==> config.mk <==
export PLATFORM = sky130hd
export DESIGN_NAME = cbm_exec
export DESIGN_NICKNAME = d
export VERILOG_FILES = /design/src/shared/cbm_pkg.sv /design/src/hdl/cbm_exec.sv
export SDC_FILE = /design/constraint.sdc
export NUM_CORES = 1
export LEC_CHECK = 0
export ABC_AREA = 1
export CAP_MARGIN = 20
export CELL_PAD_IN_SITES_DETAIL_PLACEMENT = 0
export CELL_PAD_IN_SITES_GLOBAL_PLACEMENT = 1
export CORE_MARGIN = 4
export CORE_UTILIZATION = 48
export DETAILED_ROUTE_END_ITERATION = 7
export DONT_BUFFER_PORTS = 1
export GPL_ROUTABILITY_DRIVEN = 1
export PLACE_DENSITY = 0.93
export SYNTH_ARGS = -nofsm -noshare
export SYNTH_HDL_FRONTEND = slang
export SYNTH_SLANG_ARGS = --single-unit
export TNS_END_PERCENT = 10
==> constraint.sdc <==
create_clock -name pclk -period 4.1 [get_ports pclk]
set_input_delay 0.205 -clock pclk [delete_from_list [all_inputs] [get_ports pclk]]
set_output_delay 0.205 -clock pclk [all_outputs]
set_load 0.05 [all_outputs]
==> src/shared/cbm_pkg.sv <==
// Package for the block-move execution unit: register map, fields, costs and carriers
`default_nettype none
package cbm_pkg;

  // ---------------------------------------------------------------
  // Register byte offsets
  // ---------------------------------------------------------------
  localparam logic [7:0] CBM_OFF_CTRL = 8'h00;
  localparam logic [7:0] CBM_OFF_STATUS = 8'h04;
  localparam logic [7:0] CBM_OFF_SRC = 8'h08;
  localparam logic [7:0] CBM_OFF_DST = 8'h0c;
  localparam logic [7:0] CBM_OFF_COUNT = 8'h10;
  localparam logic [7:0] CBM_OFF_STATES = 8'h14;
  localparam logic [7:0] CBM_OFF_STALLS = 8'h18;
  localparam logic [7:0] CBM_OFF_OPA = 8'h1c;
  localparam logic [7:0] CBM_OFF_OPB = 8'h20;
  localparam logic [7:0] CBM_OFF_OPSEL = 8'h24;
  localparam logic [7:0] CBM_OFF_FLAGS = 8'h28;
  localparam logic [7:0] CBM_OFF_SAVE = 8'h2c;
  localparam logic [7:0] CBM_OFF_BROP = 8'h30;
  localparam logic [7:0] CBM_OFF_BRRES = 8'h34;

  // ---------------------------------------------------------------
  // Field positions
  // ---------------------------------------------------------------
  localparam int CBM_CTRL_START = 0;
  localparam int CBM_CTRL_WORD = 1;
  localparam int CBM_CTRL_EXT = 2;
  localparam int CBM_STAT_BUSY = 0;
  localparam int CBM_STAT_DONE = 1;
  localparam int CBM_FLG_C = 0;
  localparam int CBM_FLG_V = 1;
  localparam int CBM_FLG_Z = 2;
  localparam int CBM_FLG_N = 3;
  localparam int CBM_FLG_H = 5;
  localparam int CBM_FLG_DVN = 8;

  // ---------------------------------------------------------------
  // Reset values and state costs
  // ---------------------------------------------------------------
  localparam logic [31:0] CBM_RST_WORD = 32'h0000_0000;
  localparam logic [15:0] CBM_RST_FLAGS = 16'h0000;
  localparam logic [2:0] CBM_RST_SAVE = 3'h2;
  localparam logic [31:0] CBM_MOVE_BASE_STATES = 32'h0000_0004;
  localparam logic [31:0] CBM_MOVE_BYTE_STATES = 32'h0000_0002;
  localparam logic [4:0] CBM_SAVE2_STATES = 5'h07;
  localparam logic [4:0] CBM_SAVE3_STATES = 5'h09;
  localparam logic [4:0] CBM_SAVE4_STATES = 5'h0b;
  localparam logic [4:0] CBM_EXT_EXTRA = 5'h01;

  // ---------------------------------------------------------------
  // Branch encodings
  // ---------------------------------------------------------------
  localparam logic [3:0] CBM_BR_SHORT_HI = 4'h4;
  localparam logic [7:0] CBM_BR_LONG_OP = 8'h58;
  localparam logic [2:0] CBM_BR_SHORT_LEN = 3'h2;
  localparam logic [2:0] CBM_BR_LONG_LEN = 3'h4;

  // ---------------------------------------------------------------
  // Types
  // ---------------------------------------------------------------
  typedef enum logic [2:0] {
    CBM_OP_ADDW = 3'b000,
    CBM_OP_SUBW = 3'b001,
    CBM_OP_ADDL = 3'b010,
    CBM_OP_SUBL = 3'b011,
    CBM_OP_ADDX = 3'b100,
    CBM_OP_SUBX = 3'b101,
    CBM_OP_DIVXS = 3'b110,
    CBM_OP_NONE = 3'b111
  } cbm_op_t;

  typedef enum logic [1:0] {
    CBM_ST_IDLE = 2'b00,
    CBM_ST_CHECK = 2'b01,
    CBM_ST_READ = 2'b10,
    CBM_ST_WRITE = 2'b11
  } cbm_state_t;

  typedef struct packed {
    logic psel;
    logic penable;
    logic pwrite;
    logic [7:0] paddr;
    logic [31:0] pwdata;
  } cbm_apb_req_t;

  typedef struct packed {
    logic pready;
    logic pslverr;
    logic [31:0] prdata;
  } cbm_apb_rsp_t;

  typedef struct packed {
    logic req;
    logic we;
    logic [31:0] addr;
    logic [7:0] wdata;
  } cbm_mem_req_t;

  typedef struct packed {
    logic ready;
    logic [7:0] rdata;
  } cbm_mem_rsp_t;

endpackage
`default_nettype wire

==> src/hdl/cbm_exec.sv <==
// Block-move engine, flag unit, save cost and branch decoder behind an APB slave
//
// Overview of operation
// - Byte form: while 8-bit count nonzero copy source byte to destination, then stop.
// - Each byte bumps both pointers, drops count by one; cost is 4+2n states.
// - Word form uses the 16-bit count with the same copy loop until zero.
// - State costs assume on-chip memory; wait states are counted separately.
// - One extra state is charged when the extended control register is valid; here only the save/restore cost gets it, not the move cost.
// - Multi-register save or restore costs 7, 9 or 11 states for 2, 3, 4.
// - Word arithmetic sets half-carry on carry or borrow out of bit 11.
// - Longword arithmetic sets half-carry on carry or borrow out of bit 27.
// - Extended add or subtract keeps zero flag on zero result, else clears it.
// - Signed divide sets a flag when the divisor is negative, else clears it.
// - Signed divide sets negative flag when the quotient is negative, else clears.
//
// Our own choices: the register addresses and the APB register port.
`timescale 1ns/100ps
`default_nettype none

module cbm_exec #(
  parameter int ADDR_W = 32
) (
  input wire logic pclk,
  input wire logic presetn,
  input wire cbm_pkg::cbm_apb_req_t apb_req,
  output cbm_pkg::cbm_apb_rsp_t apb_rsp,
  output cbm_pkg::cbm_mem_req_t mem_req,
  input wire cbm_pkg::cbm_mem_rsp_t mem_rsp
);
  import cbm_pkg::*;

  if (ADDR_W != 32) begin : g_addr_check
    $error("cbm_exec: ADDR_W must be 32");
  end

  // ---------------------------------------------------------------
  // Bus decode
  // ---------------------------------------------------------------
  logic setup_rd;
  logic acc_wr;
  logic mapped;
  assign setup_rd = apb_req.psel && !apb_req.penable;
  assign acc_wr = apb_req.psel && apb_req.penable && apb_req.pwrite && mapped;
  assign mapped = (apb_req.paddr[1:0] == 2'b00) && (apb_req.paddr <= CBM_OFF_BRRES);

  logic wr_ctrl, wr_src, wr_dst, wr_count, wr_opa, wr_opb, wr_opsel, wr_flags;
  logic wr_save, wr_brop;
  assign wr_ctrl = acc_wr && (apb_req.paddr == CBM_OFF_CTRL);
  assign wr_src = acc_wr && (apb_req.paddr == CBM_OFF_SRC);
  assign wr_dst = acc_wr && (apb_req.paddr == CBM_OFF_DST);
  assign wr_count = acc_wr && (apb_req.paddr == CBM_OFF_COUNT);
  assign wr_opa = acc_wr && (apb_req.paddr == CBM_OFF_OPA);
  assign wr_opb = acc_wr && (apb_req.paddr == CBM_OFF_OPB);
  assign wr_opsel = acc_wr && (apb_req.paddr == CBM_OFF_OPSEL);
  assign wr_flags = acc_wr && (apb_req.paddr == CBM_OFF_FLAGS);
  assign wr_save = acc_wr && (apb_req.paddr == CBM_OFF_SAVE);
  assign wr_brop = acc_wr && (apb_req.paddr == CBM_OFF_BROP);

  // ---------------------------------------------------------------
  // Block-move engine
  // ---------------------------------------------------------------
  cbm_state_t state_reg;
  logic word_mode_reg, ext_valid_reg, done_reg;
  logic [31:0] src_reg, dst_reg, states_reg, stalls_reg;
  logic [15:0] count_reg;
  logic [7:0] byte_reg;
  logic [15:0] cnt_cur;
  logic busy;
  logic start;

  assign busy = (state_reg != CBM_ST_IDLE);
  assign start = wr_ctrl && apb_req.pwdata[CBM_CTRL_START] && !busy;
  // Byte form only looks at the low count byte; the high byte is left as is
  assign cnt_cur = word_mode_reg ? count_reg : {8'h00, count_reg[7:0]};

  always_ff @(posedge pclk or negedge presetn) begin
    if (!presetn) begin
      state_reg <= CBM_ST_IDLE;
    end else begin
      case (state_reg)
        CBM_ST_IDLE: begin
          if (start) begin
            state_reg <= CBM_ST_CHECK;
          end
        end
        CBM_ST_CHECK: begin
          state_reg <= (cnt_cur == 16'h0000) ? CBM_ST_IDLE : CBM_ST_READ;
        end
        CBM_ST_READ: begin
          if (mem_rsp.ready) begin
            state_reg <= CBM_ST_WRITE;
          end
        end
        CBM_ST_WRITE: begin
          if (mem_rsp.ready) begin
            state_reg <= (cnt_cur == 16'h0001) ? CBM_ST_IDLE : CBM_ST_READ;
          end
        end
        default: begin
          state_reg <= CBM_ST_IDLE;
        end
      endcase
    end
  end

  always_ff @(posedge pclk or negedge presetn) begin
    if (!presetn) begin
      word_mode_reg <= 1'b0;
      ext_valid_reg <= 1'b0;
    end else if (wr_ctrl && !busy) begin
      word_mode_reg <= apb_req.pwdata[CBM_CTRL_WORD];
      ext_valid_reg <= apb_req.pwdata[CBM_CTRL_EXT];
    end
  end

  logic move_step;
  assign move_step = (state_reg == CBM_ST_WRITE) && mem_rsp.ready;

  // Software writes to pointers and count are ignored while a move runs
  always_ff @(posedge pclk or negedge presetn) begin
    if (!presetn) begin
      src_reg <= CBM_RST_WORD;
      dst_reg <= CBM_RST_WORD;
      count_reg <= CBM_RST_WORD[15:0];
    end else if (move_step) begin
      src_reg <= src_reg + 32'h0000_0001;
      dst_reg <= dst_reg + 32'h0000_0001;
      if (word_mode_reg) begin
        count_reg <= count_reg - 16'h0001;
      end else begin
        count_reg[7:0] <= count_reg[7:0] - 8'h01;
      end
    end else if (!busy) begin
      if (wr_src) begin
        src_reg <= apb_req.pwdata;
      end
      if (wr_dst) begin
        dst_reg <= apb_req.pwdata;
      end
      if (wr_count) begin
        count_reg <= apb_req.pwdata[15:0];
      end
    end
  end

  always_ff @(posedge pclk or negedge presetn) begin
    if (!presetn) begin
      byte_reg <= 8'h00;
    end else if ((state_reg == CBM_ST_READ) && mem_rsp.ready) begin
      byte_reg <= mem_rsp.rdata;
    end
  end

  // Ideal cost excludes waits so software can compare against the on-chip figure
  always_ff @(posedge pclk or negedge presetn) begin
    if (!presetn) begin
      states_reg <= CBM_RST_WORD;
      stalls_reg <= CBM_RST_WORD;
    end else if (start) begin
      states_reg <= CBM_MOVE_BASE_STATES;
      stalls_reg <= CBM_RST_WORD;
    end else begin
      if (move_step) begin
        states_reg <= states_reg + CBM_MOVE_BYTE_STATES;
      end
      if (mem_req.req && !mem_rsp.ready) begin
        stalls_reg <= stalls_reg + 32'h0000_0001;
      end
    end
  end

  logic move_end;
  assign move_end = ((state_reg == CBM_ST_CHECK) && (cnt_cur == 16'h0000)) ||
                    (move_step && (cnt_cur == 16'h0001));

  // Completion sets done; only a new start clears it, and start needs idle
  always_ff @(posedge pclk or negedge presetn) begin
    if (!presetn) begin
      done_reg <= 1'b0;
    end else if (move_end) begin
      done_reg <= 1'b1;
    end else if (start) begin
      done_reg <= 1'b0;
    end
  end

  assign mem_req.req = (state_reg == CBM_ST_READ) || (state_reg == CBM_ST_WRITE);
  assign mem_req.we = (state_reg == CBM_ST_WRITE);
  assign mem_req.addr = (state_reg == CBM_ST_WRITE) ? dst_reg : src_reg;
  assign mem_req.wdata = byte_reg;

  // ---------------------------------------------------------------
  // Flag unit
  // ---------------------------------------------------------------
  logic [31:0] opa_reg, opb_reg, result_reg;
  logic [15:0] flags_reg;
  logic [15:0] flags_next;
  logic [31:0] result_next;
  cbm_op_t op;
  assign op = cbm_op_t'(apb_req.pwdata[2:0]);

  always_comb begin
    logic [16:0] w;
    logic [12:0] wh;
    logic [32:0] l;
    logic [28:0] lh;
    logic [8:0] x;
    logic [7:0] ma, mb;
    logic [15:0] mdv;
    logic cin;
    w = 17'h00000;
    wh = 13'h0000;
    l = 33'h0_0000_0000;
    lh = 29'h0000_0000;
    x = 9'h000;
    ma = 8'h00;
    mb = 8'h00;
    mdv = 16'h0000;
    cin = flags_reg[CBM_FLG_C];
    flags_next = flags_reg;
    result_next = result_reg;
    case (op)
      CBM_OP_ADDW, CBM_OP_SUBW: begin
        if (op == CBM_OP_ADDW) begin
          w = {1'b0, opa_reg[15:0]} + {1'b0, opb_reg[15:0]};
          wh = {1'b0, opa_reg[11:0]} + {1'b0, opb_reg[11:0]};
          flags_next[CBM_FLG_V] = (opa_reg[15] == opb_reg[15]) && (w[15] != opa_reg[15]);
        end else begin
          w = {1'b0, opa_reg[15:0]} - {1'b0, opb_reg[15:0]};
          wh = {1'b0, opa_reg[11:0]} - {1'b0, opb_reg[11:0]};
          flags_next[CBM_FLG_V] = (opa_reg[15] != opb_reg[15]) && (w[15] != opa_reg[15]);
        end
        flags_next[CBM_FLG_H] = wh[12];
        flags_next[CBM_FLG_C] = w[16];
        flags_next[CBM_FLG_N] = w[15];
        flags_next[CBM_FLG_Z] = (w[15:0] == 16'h0000);
        result_next = {16'h0000, w[15:0]};
      end
      CBM_OP_ADDL, CBM_OP_SUBL: begin
        if (op == CBM_OP_ADDL) begin
          l = {1'b0, opa_reg} + {1'b0, opb_reg};
          lh = {1'b0, opa_reg[27:0]} + {1'b0, opb_reg[27:0]};
          flags_next[CBM_FLG_V] = (opa_reg[31] == opb_reg[31]) && (l[31] != opa_reg[31]);
        end else begin
          l = {1'b0, opa_reg} - {1'b0, opb_reg};
          lh = {1'b0, opa_reg[27:0]} - {1'b0, opb_reg[27:0]};
          flags_next[CBM_FLG_V] = (opa_reg[31] != opb_reg[31]) && (l[31] != opa_reg[31]);
        end
        flags_next[CBM_FLG_H] = lh[28];
        flags_next[CBM_FLG_C] = l[32];
        flags_next[CBM_FLG_N] = l[31];
        flags_next[CBM_FLG_Z] = (l[31:0] == 32'h0000_0000);
        result_next = l[31:0];
      end
      CBM_OP_ADDX, CBM_OP_SUBX: begin
        if (op == CBM_OP_ADDX) begin
          x = {1'b0, opa_reg[7:0]} + {1'b0, opb_reg[7:0]} + {8'h00, cin};
        end else begin
          x = {1'b0, opa_reg[7:0]} - {1'b0, opb_reg[7:0]} - {8'h00, cin};
        end
        flags_next[CBM_FLG_C] = x[8];
        flags_next[CBM_FLG_N] = x[7];
        // Zero only survives so a chain of extended ops tests the whole wide value
        if (x[7:0] != 8'h00) begin
          flags_next[CBM_FLG_Z] = 1'b0;
        end
        result_next = {24'h000000, x[7:0]};
      end
      CBM_OP_DIVXS: begin
        // Only the signs are produced; the quotient itself is not computed here
        ma = opb_reg[7] ? (8'h00 - opb_reg[7:0]) : opb_reg[7:0];
        mdv = opa_reg[15] ? (16'h0000 - opa_reg[15:0]) : opa_reg[15:0];
        mb = ma;
        flags_next[CBM_FLG_DVN] = opb_reg[7];
        flags_next[CBM_FLG_N] = (opa_reg[15] != opb_reg[7]) && (mb != 8'h00) &&
                                (mdv >= {8'h00, mb});
        result_next = result_reg;
      end
      default: begin
        flags_next = flags_reg;
        result_next = result_reg;
      end
    endcase
  end

  always_ff @(posedge pclk or negedge presetn) begin
    if (!presetn) begin
      opa_reg <= CBM_RST_WORD;
      opb_reg <= CBM_RST_WORD;
    end else begin
      if (wr_opa) begin
        opa_reg <= apb_req.pwdata;
      end
      if (wr_opb) begin
        opb_reg <= apb_req.pwdata;
      end
    end
  end

  always_ff @(posedge pclk or negedge presetn) begin
    if (!presetn) begin
      flags_reg <= CBM_RST_FLAGS;
      result_reg <= CBM_RST_WORD;
    end else if (wr_opsel) begin
      flags_reg <= flags_next;
      result_reg <= result_next;
    end else if (wr_flags) begin
      flags_reg <= apb_req.pwdata[15:0];
    end
  end

  // ---------------------------------------------------------------
  // Save/restore cost
  // ---------------------------------------------------------------
  logic [2:0] save_n_reg;
  logic [4:0] save_cost;
  always_ff @(posedge pclk or negedge presetn) begin
    if (!presetn) begin
      save_n_reg <= CBM_RST_SAVE;
    end else if (wr_save) begin
      save_n_reg <= apb_req.pwdata[2:0];
    end
  end

  // Counts other than 2..4 cost zero to flag them as unsupported
  always_comb begin
    case (save_n_reg)
      3'h2: save_cost = CBM_SAVE2_STATES;
      3'h3: save_cost = CBM_SAVE3_STATES;
      3'h4: save_cost = CBM_SAVE4_STATES;
      default: save_cost = 5'h00;
    endcase
  end

  logic [4:0] save_total;
  assign save_total = (ext_valid_reg && (save_cost != 5'h00)) ?
                      (save_cost + CBM_EXT_EXTRA) : save_cost;

  // ---------------------------------------------------------------
  // Branch decoder
  // ---------------------------------------------------------------
  logic [31:0] brop_reg;
  logic [31:0] brres;
  logic [3:0] br_cond;
  logic br_short, br_long, br_take;
  logic [15:0] br_disp;
  logic fc, fv, fz, fn;

  always_ff @(posedge pclk or negedge presetn) begin
    if (!presetn) begin
      brop_reg <= CBM_RST_WORD;
    end else if (wr_brop) begin
      brop_reg <= apb_req.pwdata;
    end
  end

  assign fc = flags_reg[CBM_FLG_C];
  assign fv = flags_reg[CBM_FLG_V];
  assign fz = flags_reg[CBM_FLG_Z];
  assign fn = flags_reg[CBM_FLG_N];
  // Opcode bytes sit first byte in [31:24]
  assign br_short = (brop_reg[31:28] == CBM_BR_SHORT_HI);
  assign br_long = (brop_reg[31:24] == CBM_BR_LONG_OP) && (brop_reg[19:16] == 4'h0);
  assign br_cond = br_short ? brop_reg[27:24] : brop_reg[23:20];
  assign br_disp = br_short ? {{8{brop_reg[23]}}, brop_reg[23:16]} : brop_reg[15:0];

  always_comb begin
    case (br_cond)
      4'h0: br_take = 1'b1;
      4'h1: br_take = 1'b0;
      4'h2: br_take = !(fc || fz);
      4'h3: br_take = fc || fz;
      4'h4: br_take = !fc;
      4'h5: br_take = fc;
      4'h6: br_take = !fz;
      4'h7: br_take = fz;
      4'h8: br_take = !fv;
      4'h9: br_take = fv;
      4'ha: br_take = !fn;
      4'hb: br_take = fn;
      4'hc: br_take = (fn == fv);
      4'hd: br_take = (fn != fv);
      4'he: br_take = !fz && (fn == fv);
      default: br_take = fz || (fn != fv);
    endcase
  end

  assign brres = {br_disp, 6'h00, (br_short || br_long), br_take && (br_short || br_long),
                  br_cond, 1'b0, br_short ? CBM_BR_SHORT_LEN :
                  (br_long ? CBM_BR_LONG_LEN : 3'h0)};

  // ---------------------------------------------------------------
  // Read path
  // ---------------------------------------------------------------
  logic [31:0] prdata_reg;
  logic [31:0] rd_mux;
  always_comb begin
    case (apb_req.paddr)
      CBM_OFF_CTRL: rd_mux = {29'h0, ext_valid_reg, word_mode_reg, 1'b0};
      CBM_OFF_STATUS: rd_mux = {30'h0, done_reg, busy};
      CBM_OFF_SRC: rd_mux = src_reg;
      CBM_OFF_DST: rd_mux = dst_reg;
      CBM_OFF_COUNT: rd_mux = {16'h0000, count_reg};
      CBM_OFF_STATES: rd_mux = states_reg;
      CBM_OFF_STALLS: rd_mux = stalls_reg;
      CBM_OFF_OPA: rd_mux = opa_reg;
      CBM_OFF_OPB: rd_mux = opb_reg;
      CBM_OFF_OPSEL: rd_mux = result_reg;
      CBM_OFF_FLAGS: rd_mux = {16'h0000, flags_reg};
      CBM_OFF_SAVE: rd_mux = {19'h0, save_total, 5'h00, save_n_reg};
      CBM_OFF_BROP: rd_mux = brop_reg;
      CBM_OFF_BRRES: rd_mux = brres;
      default: rd_mux = 32'h0000_0000;
    endcase
  end

  // Snapshot taken in the setup cycle; pready is then high in the access cycle
  always_ff @(posedge pclk or negedge presetn) begin
    if (!presetn) begin
      prdata_reg <= 32'h0000_0000;
    end else if (setup_rd) begin
      prdata_reg <= rd_mux;
    end
  end

  assign apb_rsp.pready = 1'b1;
  assign apb_rsp.pslverr = apb_req.psel && apb_req.penable && !mapped;
  assign apb_rsp.prdata = prdata_reg;

endmodule

`default_nettype wire

==> results.py <==
metrics = {
    "timing": {
        "hold_violations": 334,
        "holdWs_ps": -632.3,
        "period_needed_ps": 3844,
        "finalSetupTns_ps": 0,
        "fmax_mhz": 260.1,
        "report.final.setup_viol": 0,
        "fin_skew_ps": 20.87,
        "setup_ws_ps": 255.8,
        "worst_pin_slew_ps": 1204,
        "drv_slew": 0,
        "maxSlewHeadroom": 0.1911,
        "fin_crit_sh": 0.9376,
    },
    "yosys": {
        "synth-main-ff-cell": "dfrtp_1",
        "synth-edff-count": 0,
        "yosysMostFrequentCell": "nand2_1",
        "ys_top_cells_by_count": "1,005 x nand2_1, 497 x inv_1, 337 x o21ai_0",
        "synth_cell_types": 57,
        "ys_seq_area_frac": 0.3179,
        "yosysTopAreaCellShare": 0.3169,
        "ys_top_cells_by_area": "dfrtp_1 32%, nand2_1 14%, inv_1 7.1%",
        "synth_area_sq_um": 26370,
        "async_flop_share": 1.000,
        "ys.warnings.count": 0,
        "yosys.area.top_type": "dfrtp_1",
        "avgSynthCellArea_sq_um": 6.826,
        "ys_ff_latch": 335,
        "syn_inst": 3863,
        "syn-num-nets": 4059,
    },
    "grt": {
        "grt_max_degree": 336,
        "grt_pass1_vias": 26130,
        "grt_overflow": 0,
        "grt_antenna_before_repair": 4,
        "track_usage": 0.3392,
        "grt_pass1_wl_mm": 156.5,
    },
    "clocking": {
        "cts_hold_buf": 42,
        "htree_levels": 2,
        "cts.sinks": 335,
        "insertion_delay_ps": 540,
        "cts_inserted_buffers": 37,
        "root_buffer": "clkbuf_16",
        "cts_tree": "yes",
        "clockBufferDepth": 3,
        "clkTransAtPathRegs_ps": 70,
    },
    "final_layout": {
        "fillers": 5339,
        "drive_gt1_frac": 0.07110,
        "fin_util": 0.5424,
        "final_nets": 4108,
        "syn2layout_area_growth_pct": 11.34,
        "ff_latch_area_sq_um": 8384,
        "fin_cells": 4637,
        "multi_input_area_sq_um": 15610,
    },
    "floorplan": {
        "die_w_microns": 242.4,
        "die_h_microns": 242.4,
        "std_cell_rows": 85,
        "die_area_sq_um": 58750,
        "core_area_sq_um": 54130,
        "ios": 130,
        "start_util": 0.4871,
    },
    "setup_path": {
        "rr_endpoint": "flags_reg[5]",
        "cp_max_fo": 3,
        "crit_path_start_kind": "flop",
        "r2r_cells": 26,
        "required_ps": 4570,
        "r2r-start": "opb_reg[0]",
        "worst-endpoint-arrival_ps": 4310,
        "r2r_slack_ps": 260,
        "critPathKind": "flop to flop",
        "critPathCaptureType": "flop",
    },
    "status": {
        "run_status": "complete, but fails checks",
        "violations": "negative hold slack",
    },
    "place": {
        "gp_congestion": 0.9813,
        "placed_cells": 4525,
        "io_buffers": 0,
        "place_ws_ps": 35.26,
        "dp_hpwl_mm": 78.91,
    },
    "route": {
        "vias_per_cell": 6.012,
        "wl_met2_mm": 45.72,
        "first_iter_violations": 3454,
        "met3_length_mm": 9.675,
        "drc": 0,
        "routedWlPerCell_microns": 22.32,
        "ant_nets": 0,
        "drt-total-wl_mm": 103.5,
        "top_layer": "met5",
        "wl_met1_mm": 42.62,
        "route.vias.total": 27880,
        "drtPass1Iterations": 6,
    },
    "power_and_ir_drop": {
        "p_per_area_nw_per_um2": 315.3,
        "leakage_nw": 14.27,
        "finalPower_mw": 9.256,
        "peakVddDrop_mv": 0.4517,
    },
    "hold_path": {
        "min_path_type": "input port to async pin",
    },
    "flow_run": {
        "drv_cap": 0,
    },
}
worst max-delay path by stage:
stage | startpoint | to | depth (start not counted)
after floorplan | opb_reg[1] | flags_reg[5] | 26
after global placement | opb_reg[0] | flags_reg[5] | 26
after detailed placement | opb_reg[0] | flags_reg[5] | 26
after CTS | opb_reg[0] | flags_reg[5] | 26
after global routing | opb_reg[0] | flags_reg[5] | 26
final | opb_reg[0] | flags_reg[5] | 26
repair_timing:
action / 4_1_cts / 5_1_grt
setup buffers: 0 / 2
endpoints found under the hold margin: 557 / 335
endpoints found under the setup margin: 0 / 1
gates resized for setup: 0 / 19
layer usage:
metal / GRT usage / vias up
met5: 0 / -
met4: 0.1504 / 4
met3: 0.04283 / 260
met2: 0.5348 / 1566
met1: 0.4690 / 13090
li1: - / 12960
metrics by stage:
stage / hold slack [ps] / instance area, sq um
CTS: -648.6 / 29250
floorplan: -90.59 / 26370
detailed placement: -76.43 / 27500
global route: -640.6 / 29350
global placement: -75.66 / 27500
finish: -632.3 / 29360
where the power goes:
part / switching [mW] / internal, mW / leakage [nW]
clock: 1.44 / 2.26 / 0.655
sequential: 0.375 / 3.55 / 3.88
combinational: 1.10 / 0.528 / 9.73
worst max-delay path: stages, from the launching register on:
cell	delay, ps
dfrtp_1	390
inv_2	90
ha_4	160
nand3_4	90
nor3_4	250
nand2_2	120
nor3_4	200
nand3_1	100
inv_1	80
nand4_1	130
nor3_2	270
nand3_2	130
nand2_2	90
o21ai_1	80
xor2_1	170
ha_1	270
nand2_1	90
nor2_1	60
a211oi_2	160
o221ai_1	180
a21oi_1	150
nand2_1	80
nand2_1	70
nand2_1	40
o21ai_0	140
nand2_1	80
a22oi_2	120
layout make-up:
type                       count  share of cell area
inverter                     525             0.06712
clock inverter                15            0.008097
sequential                   335              0.2856
tap                          696             0.02966
clock buffer                  50             0.03737
antenna                        3           0.0002557
multi-input combinational   2869              0.5315
timing repair buffer         144             0.04040
layout by cell type (no fill, tap or decap), types with 7 or more instances in the layout:
cell           Yosys  final
a211oi_1          13     12
a21oi_1          187    187
a221oi_1          38     38
a31oi_1           22     22
buf_4              2    102
clkbuf_16          0     39
clkbuf_8           0      8
clkinv_1           8      8
dfrtp_1          334    334
dlygate4sd3_1      0     42
ha_1             136    135
inv_1            497    495
inv_2             20     22
mux2_2            30     30
nand2_1         1005   1003
nand3_1          205    201
nand3b_1           7      7
nand4_1           56     56
nor2_1           330    323
nor2_2             9     12
nor2_4             5      9
nor3_1            74     71
nor3_2             8      9
nor3_4             6      8
nor4_1            21     21
o2111ai_1         10     10
o211ai_1          62     62
o21a_1             7      7
o21ai_0          337    305
o21ai_1            8     40
o21bai_1          16     16
o221ai_1          24     24
o22ai_1           80     80
o31ai_1            9      9
o41ai_1            9      9
xnor2_1            8      8
xor2_1           100    100
cell families after synthesis:
kind of cell,synth area share
AOI/OAI and AO/OA,0.1860
other,0.0001422
xor gates and xnor gates,0.03587
adders and majority gates,0.06908
buffers and inverters,0.09518
muxes,0.01357
DFF,0.3179
and+or+nand+nor,0.2822
No activity file was read; power rests on OpenSTA's default activity.
